## src/lbaa_pkg.sv

```systemverilog
// Functional notes
// - Judge the input over fixed 128 ms periods; update the bucket once per period.
// - A period is faulty when the input failed or was erratic during it.
// - Each faulty period adds exactly one to the bucket.
// - Without fault, subtract one per leak interval of 1, 2, 4 or 8 periods, floor zero.
// - Leak field 00/01/10/11 selects 128/256/512/1024 ms; upper six bits unused.
// - Raise the alarm when the bucket reaches the upper threshold.
// - Clear the alarm when the bucket falls to the lower threshold.
// - Bucket saturates at the programmed size, 1 to 255; faults beyond are ignored.
package lbaa_pkg;

    // ----------------------------------------
    // Timing
    // ----------------------------------------
    localparam int unsigned LBAA_CLK_HZ = 125000000;
    localparam int unsigned LBAA_PERIOD_MS = 128;
    localparam int unsigned LBAA_PERIOD_CYCLES = LBAA_CLK_HZ / 1000 * LBAA_PERIOD_MS;

    // ----------------------------------------
    // Register byte addresses (printed index times four)
    // ----------------------------------------
    localparam logic [7:0] LBAA_IDX_LEAK = 8'h57;
    localparam logic [7:0] LBAA_IDX_CLEAR = 8'h59;
    localparam logic [7:0] LBAA_IDX_RAISE = 8'h58;
    localparam logic [7:0] LBAA_IDX_SIZE = 8'h5A;
    localparam logic [7:0] LBAA_IDX_STATUS = 8'h60;
    localparam logic [7:0] LBAA_IDX_MASK = 8'h61;
    localparam logic [7:0] LBAA_IDX_FILL = 8'h62;
    localparam logic [9:0] LBAA_ADDR_LEAK = {LBAA_IDX_LEAK, 2'b00};
    localparam logic [9:0] LBAA_ADDR_CLEAR = {LBAA_IDX_CLEAR, 2'b00};
    localparam logic [9:0] LBAA_ADDR_RAISE = {LBAA_IDX_RAISE, 2'b00};
    localparam logic [9:0] LBAA_ADDR_SIZE = {LBAA_IDX_SIZE, 2'b00};
    localparam logic [9:0] LBAA_ADDR_STATUS = {LBAA_IDX_STATUS, 2'b00};
    localparam logic [9:0] LBAA_ADDR_MASK = {LBAA_IDX_MASK, 2'b00};
    localparam logic [9:0] LBAA_ADDR_FILL = {LBAA_IDX_FILL, 2'b00};

    // ----------------------------------------
    // Reset values
    // ----------------------------------------
    localparam logic [1:0] LBAA_LEAK_RST = 2'h1;
    localparam logic [7:0] LBAA_CLEAR_RST = 8'h04;
    localparam logic [7:0] LBAA_RAISE_RST = 8'h06;
    localparam logic [7:0] LBAA_SIZE_RST = 8'h08;
    localparam logic [7:0] LBAA_SIZE_MIN = 8'h01;

    // ----------------------------------------
    // Status bit positions
    // ----------------------------------------
    localparam int unsigned LBAA_ST_RAISE = 0;
    localparam int unsigned LBAA_ST_CLEAR = 1;
    localparam int unsigned LBAA_ST_FAULT = 2;

endpackage

```

## src/lbaa_tick.sv

```systemverilog
`timescale 1ns/100ps
// Divider that issues a one-cycle pulse at the end of every monitoring period.
module lbaa_tick
    import lbaa_pkg::*;
#(
    parameter int unsigned PERIOD_CYCLES = LBAA_PERIOD_CYCLES
) (
    input wire logic pclk,
    input wire logic presetn,
    output logic tick
);

    typedef struct packed {
        logic [27:0] count;
        logic tick;
    } lbaa_tick_state_t;

    lbaa_tick_state_t state;
    lbaa_tick_state_t next_state;

    // Count cycles and pulse on the last one of each period.
    always_comb begin
        next_state = state;
        next_state.tick = 1'b0;
        if (state.count == 28'(PERIOD_CYCLES - 1)) begin
            next_state.count = 28'h000_0000;
            next_state.tick = 1'b1;
        end else begin
            next_state.count = state.count + 28'h000_0001;
        end
    end

    // Register the divider state.
    always_ff @(posedge pclk or negedge presetn) begin
        if (!presetn) begin
            state <= '0;
        end else begin
            state <= next_state;
        end
    end

    assign tick = state.tick;

endmodule

```

## src/lbaa_top.sv

```systemverilog
`timescale 1ns/100ps
// Leaky-bucket activity alarm with an APB register slave.
module lbaa_top
    import lbaa_pkg::*;
#(
    parameter int unsigned PERIOD_CYCLES = LBAA_PERIOD_CYCLES
) (
    input wire logic pclk,
    input wire logic presetn,
    input wire logic psel,
    input wire logic penable,
    input wire logic pwrite,
    input wire logic [11:0] paddr,
    input wire logic [31:0] pwdata,
    input wire logic [3:0] pstrb,
    output logic [31:0] prdata,
    output logic pready,
    output logic pslverr,
    input wire logic input_failed,
    input wire logic input_erratic,
    output logic alarm,
    output logic [7:0] fill,
    output logic irq
);

    // ----------------------------------------
    // State
    // ----------------------------------------
    typedef struct packed {
        logic [1:0] leak_rate_cfg_one;
        logic [7:0] alarm_clear_level_two;
        logic [7:0] alarm_raise_level_two;
        logic [7:0] bucket_size;
        logic [2:0] status;
        logic [2:0] mask;
        logic [7:0] bucket;
        logic alarm;
        logic fault_seen;
        logic [2:0] leak_count;
        logic [31:0] rdata;
        logic slverr;
    } lbaa_state_t;

    lbaa_state_t state;
    lbaa_state_t next_state;
    logic tick;

    // Number of periods per leak step, minus one.
    function automatic logic [2:0] lbaa_leak_last(input logic [1:0] rate);
        lbaa_leak_last = 3'((4'h1 << rate) - 4'h1);
    endfunction

    // Whether an address is a mapped register.
    function automatic logic lbaa_mapped(input logic [11:0] addr);
        lbaa_mapped = (addr[11:10] == 2'b00) && (addr[1:0] == 2'b00) &&
            (addr[9:0] == LBAA_ADDR_LEAK || addr[9:0] == LBAA_ADDR_CLEAR ||
             addr[9:0] == LBAA_ADDR_RAISE || addr[9:0] == LBAA_ADDR_SIZE ||
             addr[9:0] == LBAA_ADDR_STATUS || addr[9:0] == LBAA_ADDR_MASK ||
             addr[9:0] == LBAA_ADDR_FILL);
    endfunction

    // ----------------------------------------
    // Period divider
    // ----------------------------------------
    lbaa_tick #(
        .PERIOD_CYCLES(PERIOD_CYCLES)
    ) u_tick (
        .pclk(pclk),
        .presetn(presetn),
        .tick(tick)
    );

    logic access;
    logic wr;
    logic [9:0] waddr;
    logic [2:0] ev;

    assign access = psel && penable;
    assign wr = access && pwrite && lbaa_mapped(paddr) && pstrb[0];
    assign waddr = paddr[9:0];

    // Next-state logic: bucket, alarm, events and register access.
    always_comb begin
        next_state = state;
        ev = 3'b000;

        // Any fault level seen during the period marks it faulty.
        if (input_failed || input_erratic) begin
            next_state.fault_seen = 1'b1;
        end

        if (tick) begin
            next_state.fault_seen = 1'b0; // The tick cycle belongs to the period that ends here.
            if (state.fault_seen || input_failed || input_erratic) begin
                ev[LBAA_ST_FAULT] = 1'b1;
                next_state.leak_count = 3'h0;
                if (state.bucket < state.bucket_size) begin
                    next_state.bucket = state.bucket + 8'h01;
                end
            end else if (state.leak_count >= lbaa_leak_last(state.leak_rate_cfg_one)) begin
                next_state.leak_count = 3'h0;
                if (state.bucket != 8'h00) begin
                    next_state.bucket = state.bucket - 8'h01;
                end
            end else begin
                next_state.leak_count = state.leak_count + 3'h1;
            end
        end

        // Hysteresis between the two levels; alarm holds in between.
        if (!state.alarm && next_state.bucket >= state.alarm_raise_level_two) begin
            next_state.alarm = 1'b1;
            ev[LBAA_ST_RAISE] = 1'b1;
        end else if (state.alarm && next_state.bucket <= state.alarm_clear_level_two) begin
            next_state.alarm = 1'b0;
            ev[LBAA_ST_CLEAR] = 1'b1;
        end

        // Register writes take effect at the access edge.
        if (wr) begin
            unique case (waddr)
                LBAA_ADDR_LEAK: next_state.leak_rate_cfg_one = pwdata[1:0];
                LBAA_ADDR_CLEAR: next_state.alarm_clear_level_two = pwdata[7:0];
                LBAA_ADDR_RAISE: next_state.alarm_raise_level_two = pwdata[7:0];
                LBAA_ADDR_SIZE: begin
                    // A zero size is held at the smallest legal value.
                    next_state.bucket_size = (pwdata[7:0] == 8'h00) ? LBAA_SIZE_MIN : pwdata[7:0];
                end
                LBAA_ADDR_STATUS: next_state.status = state.status & ~pwdata[2:0];
                LBAA_ADDR_MASK: next_state.mask = pwdata[2:0];
                default: next_state.status = state.status;
            endcase
        end
        // New events win over a clear in the same cycle.
        next_state.status = next_state.status | ev;

        // Read data are captured into a register at the setup cycle.
        next_state.slverr = 1'b0;
        if (psel && !penable) begin
            next_state.rdata = 32'h0000_0000;
            next_state.slverr = !lbaa_mapped(paddr);
            if (!pwrite && lbaa_mapped(paddr)) begin
                unique case (waddr)
                    LBAA_ADDR_LEAK: next_state.rdata = {30'h0000_0000, state.leak_rate_cfg_one};
                    LBAA_ADDR_CLEAR: next_state.rdata = {24'h00_0000, state.alarm_clear_level_two};
                    LBAA_ADDR_RAISE: next_state.rdata = {24'h00_0000, state.alarm_raise_level_two};
                    LBAA_ADDR_SIZE: next_state.rdata = {24'h00_0000, state.bucket_size};
                    LBAA_ADDR_STATUS: next_state.rdata = {29'h0000_0000, state.status};
                    LBAA_ADDR_MASK: next_state.rdata = {29'h0000_0000, state.mask};
                    default: next_state.rdata = {23'h00_0000, state.alarm, state.bucket};
                endcase
            end
        end else if (access) begin
            next_state.slverr = state.slverr;
        end
    end

    // Register all state; bucket and alarm start cleared.
    always_ff @(posedge pclk or negedge presetn) begin
        if (!presetn) begin
            state.leak_rate_cfg_one <= LBAA_LEAK_RST;
            state.alarm_clear_level_two <= LBAA_CLEAR_RST;
            state.alarm_raise_level_two <= LBAA_RAISE_RST;
            state.bucket_size <= LBAA_SIZE_RST;
            state.status <= 3'h0;
            state.mask <= 3'h0;
            state.bucket <= 8'h00;
            state.alarm <= 1'b0;
            state.fault_seen <= 1'b0;
            state.leak_count <= 3'h0;
            state.rdata <= 32'h0000_0000;
            state.slverr <= 1'b0;
        end else begin
            state <= next_state;
        end
    end

    // ----------------------------------------
    // Outputs
    // ----------------------------------------
    assign pready = 1'b1;
    assign prdata = state.rdata;
    assign pslverr = access && state.slverr;
    assign alarm = state.alarm;
    assign fill = state.bucket;
    assign irq = |(state.status & state.mask);

endmodule

```

## config.mk

```make
export PLATFORM = sky130hd
export DESIGN_NAME = lbaa_top
export DESIGN_NICKNAME = d
export VERILOG_FILES = /design/src/lbaa_pkg.sv /design/src/lbaa_tick.sv /design/src/lbaa_top.sv
export SDC_FILE = /design/constraint.sdc
export NUM_CORES = 1
export LEC_CHECK = 0
export BUFFER_PORTS_ARGS = -buffer_cell sky130_fd_sc_hd__buf_2
export CELL_PAD_IN_SITES_DETAIL_PLACEMENT = 1
export CELL_PAD_IN_SITES_GLOBAL_PLACEMENT = 1
export CORE_MARGIN = 4
export CORE_UTILIZATION = 35
export CTS_CLUSTER_DIAMETER = 120
export DETAILED_ROUTE_END_ITERATION = 7
export GPL_TIMING_DRIVEN = 0
export PLACE_DENSITY_LB_ADDON = 0.15
export SYNTH_ARGS = -nofsm -noshare
export SYNTH_HDL_FRONTEND = slang
export SYNTH_SLANG_ARGS = --single-unit
```

## constraint.sdc

```tcl
create_clock -name pclk -period 8.65 [get_ports pclk]
set_clock_uncertainty 0.15 [all_clocks]
set_input_delay 0.865 -clock pclk [delete_from_list [all_inputs] [get_ports pclk]]
set_output_delay 0.865 -clock pclk [all_outputs]
set_load 0.01 [all_outputs]
```

== After elaboration in Yosys (flattened, before gate mapping) ==
Index checks and enable logic that the tools add are counted.
Storage, ports and cells
  word-level logic and storage cells: 99
  input port bits: 55
  memories kept: 0
  ROM bits: 0
  memory bits (writable): 0
  latch bits: 0
  output and inout bits: 44
  register bits after elaboration: 107
Operators by class
  multipliers: 0
  reductions and logical operators: 36
  bitwise gates (word level): 4
  multiplexer cells: 26
  add/sub/neg operators: 5
  div/mod/pow operators: 0
  order comparisons: 4
  shifts and indexed selects: 1
  equal/unequal tests: 9
Operators with widths (count)
  $eq 10x9->1 const B: 7
  $pmux 9 s6: 1
  $mux 8: 6
  $add 28x1->28 const B: 1
  $eq 28x24->1 const B: 1
  $mux 28: 1
  $mux 3: 4
  $logic_and 1x1->1: 11
  $mux 1: 11
  $reduce_and 2->1: 5
  $logic_or 1x1->1: 9
  $mux 9: 1
  $add 8x1->8 const B: 1
  $ge 8x8->1: 1
  $le 8x8->1: 1
  $logic_not 8->1: 1
  $lt 8x8->1: 1
  $reduce_bool 8->1: 1
  $sub 8x1->8 const B: 1
  $and 3x3->3: 2
  $mux 6: 1
  $logic_not 1->1: 4
  $logic_not 2->1: 2
  $mux 4: 1
  9 further kinds: 10

== Depth between registers and ports, before layout ==
  word-level depth: 12
  depth in mapped cells: 15
  depth with buffers taken out: 14

== By module ==
A second synthesis with hierarchy kept.
Second synthesis, totals
  cell total of the unflattened synthesis: 542
  area total of the unflattened synthesis: 5350.1 um2
Modules (own cells, without submodules)
  lbaa_top: area each 3950.0 um2, sequential area each 1382.6 um2, times used 1, cells an instance 423
  lbaa_tick: area each 1400.1 um2, sequential area each 725.7 um2, times used 1, cells an instance 119

== Worst setup path before layout ==
OpenSTA, ideal clock, no wires.
  kind: input to register
  start point: input port input_failed
  end point: register state[50] in the netlist's numbering
  buffers on the path: 1
  path slack: 5277 ps
  cell stages on the path: 10
  arrival time: 3097 ps
  cell sequence: or3_1 > clkbuf_1 > nor2_1 > nor4b_1 > o21ai_0 > mux2_2 > ha_1 > nand3_1 > o21bai_1 > a221o_1
RTL lines
  start, declared: RTL line lbaa_top.sv:19  | input wire logic input_failed,
  end signal, assigned: RTL line lbaa_top.sv:174  | state <= next_state;
  end, declared: RTL line lbaa_top.sv:44  | lbaa_state_t state;

== Worst setup path in the final report ==
  start point: input port input_failed
  end point: register, netlist name alarm
Between the ends
  cells in the longest elaborated chain, start to end: 7
  elaborated cells between the ends (all ways): 10
  those cells by class: order compare: 2; mux: 3; reduce/logical: 5
Ends and longest elaborated chain
  $logic_or 1x1->1 * (2 in a row): RTL line lbaa_top.sv:94  | if (state.fault_seen || input_failed || input_erratic) begin
  $mux 8 *: RTL line lbaa_top.sv:94
  $mux 8 *: RTL line lbaa_top.sv:92  | if (tick) begin
  $ge 8x8->1 / $le 8x8->1 (equally long branches): RTL line lbaa_top.sv:111, lbaa_top.sv:114
  $logic_and 1x1->1, on equally long branches: RTL line lbaa_top.sv:111, lbaa_top.sv:114
  $mux 1 / $reduce_bool 2->1 (equally long branches)
Mark *: on every way between the ends. The rest lies on a longest branch, timed or not.
A chain may end at the register's enable or synchronous reset.

==> reports/results.ini <==
[synthesis]
ys_dominant_reg_cell=dfrtp_1
yosysWarnings=0
ys_types=60
synthArstFlopShare_pct=100
synth-seq-cells=84
synth_top_area_share_pct=38.0
synthTopCellsByCount=dfrtp_1, nand2_1, nor2_1
yosysTopAreaCell=dfrtp_1
synth_edf_count=0
synth.most_common_cell=dfrtp_1
netlist_instances=573
syn_area_per_cell_sq_um=9.09
yosysSeqAreaShare_pct=40.5
syn_area_sq_um=5210
synth.area.top_cells=dfrtp_1, ha_1, buf_4, o21ai_0, nand2_1

[cts]
cts_setup_buffers=0
cts_buffers=9
htree_levels=3
clk_path_buf_depth=2
clkLatencyLatePin_ns=0.35
clk_pin_slew_ns=0.07
ctsHoldBuffers=0
clkSinkCount=84
cts_tree=yes
root_buffer=clkbuf_16
cts_resized=0

[timing]
hold_viol_final=0
setup_ws_ns=4.54
setup_violations=0
drv_slew=0
fmax_ghz=0.243
whs_ns=0.324
rsz0062_at_grt=no
finalCritPeriodShare_pct=47.6
relSlewSlack_pct=38.0
worst_pin_slew_ns=0.922
min_period_ns=4.11
finalSetupTns_ns=0

[hold_path]
whs_path_depth=1
hp-class=flip-flop to flip-flop
hp-start=u_tick.state[5]$_DFF_PN0_

[global_route]
grt_max_degree=44
grt.total_usage_pct=18.2
grt_pass1_wl_microns=23900
grt_pass1_vias=4531
overflow=0
grt_antenna_before_repair=0

[layout]
multi_input_area_sq_um=2660
fin_util_pct=41.9
nets=740
register_area_sq_um=2110
syn_to_final_growth_pct=16.9
layout-drive-gt1-share_pct=20.5
n_antenna_cell=0
fillers=1726

[place]
pre_cts_slack_ns=4.31
gp_congestion=0.824
hpwlAfterDp_microns=11600
numPortBuffers=47

[route]
via_count=4376
drcViolationCount=0
wirelength_microns=14800
drt-initial-drc-count=263
detail_route.vias_per_cell=5.19
ant_nets=0
drt_first_pass_iters=4
wl_per_cell_microns=17.5

[critical_path]
startpoint_type=input pin
worstPathRequired_ns=8.71
rr_worst_depth=13
path_class=input pin to flip-flop
path_max_fanout=10
cp-end-kind=flip-flop
r2r_start=fill[6]$_DFF_PN0_
cp-startpoint=input_failed
arrival_ns=4.18

[floorplanning]
io_pins=99
start_util_pct=35.8
die_w_microns=130
die_h_microns=130
fp-row-count=44
core_area_sq_um=14500
die-area_sq_um=16900

[pwr]
p_leak_uw=0.00291
power_density_nw_per_um2=138
totalPowerFinal_uw=841
vdd_drop_max_uv=90.2

[run_status]
status=complete, no violations

[run]
drv_cap=0

-- cell usage in the layout, fill, tap and decap left out, types with 27 or more instances in the layout --
cell type / instances
inv_1: 35
dfrtp_1: 79
buf_2: 47
nand2_1: 53
o21ai_0: 41
buf_4: 42
nor2_1: 50
ha_1: 31
nand3_1: 27
a21oi_1: 27
-- layer usage --
metal	GRT usage [%]	share of wire, %	up-vias
met4	5.50	1.5	0
met1	25.6	49	2145
met5	0	0	-
li1	-	-	2123
met3	3.11	3.4	21
met2	28.9	46	87
-- sequential cells by signal, summed over array words and instances, names as in the netlist --
name,cells
alarm,1
fill,8
u_tick.tick,1
state,37
prdata,9
u_tick.state,28
-- power by group --
group	internal [uW]	switching (uW)	leakage, uW
Clock	227	176	0.000140
Sequential	393	0.134	0.00104
Combinational	17.3	27.5	0.00173
-- cells by family after synthesis --
logic type / Yosys count / share of synthesized area [%]
buffers and inverters: 93 / 9.97
DFF: 84 / 40.5
xor gates and xnor gates: 27 / 4.54
adders and majority gates: 31 / 7.45
muxes: 24 / 5.00
AOI/OAI and AO/OA: 112 / 13.3
and+or+nand+nor: 200 / 19.1
other: 2 / 0.144
-- path summary, 6_finish.rpt --
path                       slack (ns)                   endpoint
setup / recovery                 4.54          alarm$_DFFE_PN0P_
min in group asynchronous        0.36      state[34]$_DFFE_PN0P_
hold / removal                   0.32  u_tick.state[5]$_DFF_PN0_
setup reg to reg                 4.55          alarm$_DFFE_PN0P_
hold reg to reg                  0.32  u_tick.state[5]$_DFF_PN0_
max in group asynchronous        7.32      state[55]$_DFFE_PN1P_
-- worst max-delay path: stages --
cell      delay, ns
buf_2          0.10
or3_1          0.35
clkbuf_1       0.27
nor2_1         0.41
nand2_1        0.18
a21oi_1        0.28
xnor2_1        0.28
ha_1           0.32
nand2b_1       0.15
a211oi_1       0.40
o21ai_0        0.16
a21oi_1        0.28
a221oi_1       0.12
-- layout make-up --
type                            count  share of cell area [%]
Sequential cell                    84                    34.6
Clock buffer                       10                    3.76
Clock inverter                      6                    1.17
Timing Repair Buffer               48                    4.36
Tap cell                          184                    3.78
Multi-Input combinational cell    418                    43.7
Inverter                           35                    2.16
Buffer                             58                    6.37
-- stage by stage --
| stage | cells | instance area [sq um] |
|---|---|---|
| floorplan | 595 | 5290 |
| global placement | 826 | 5760 |
| detailed placement | 827 | 5790 |
| CTS | 843 | 6090 |
| global route | 843 | 6090 |
| finish | 843 | 6090 |
Note: power is estimated with default switching activity, not from simulation.
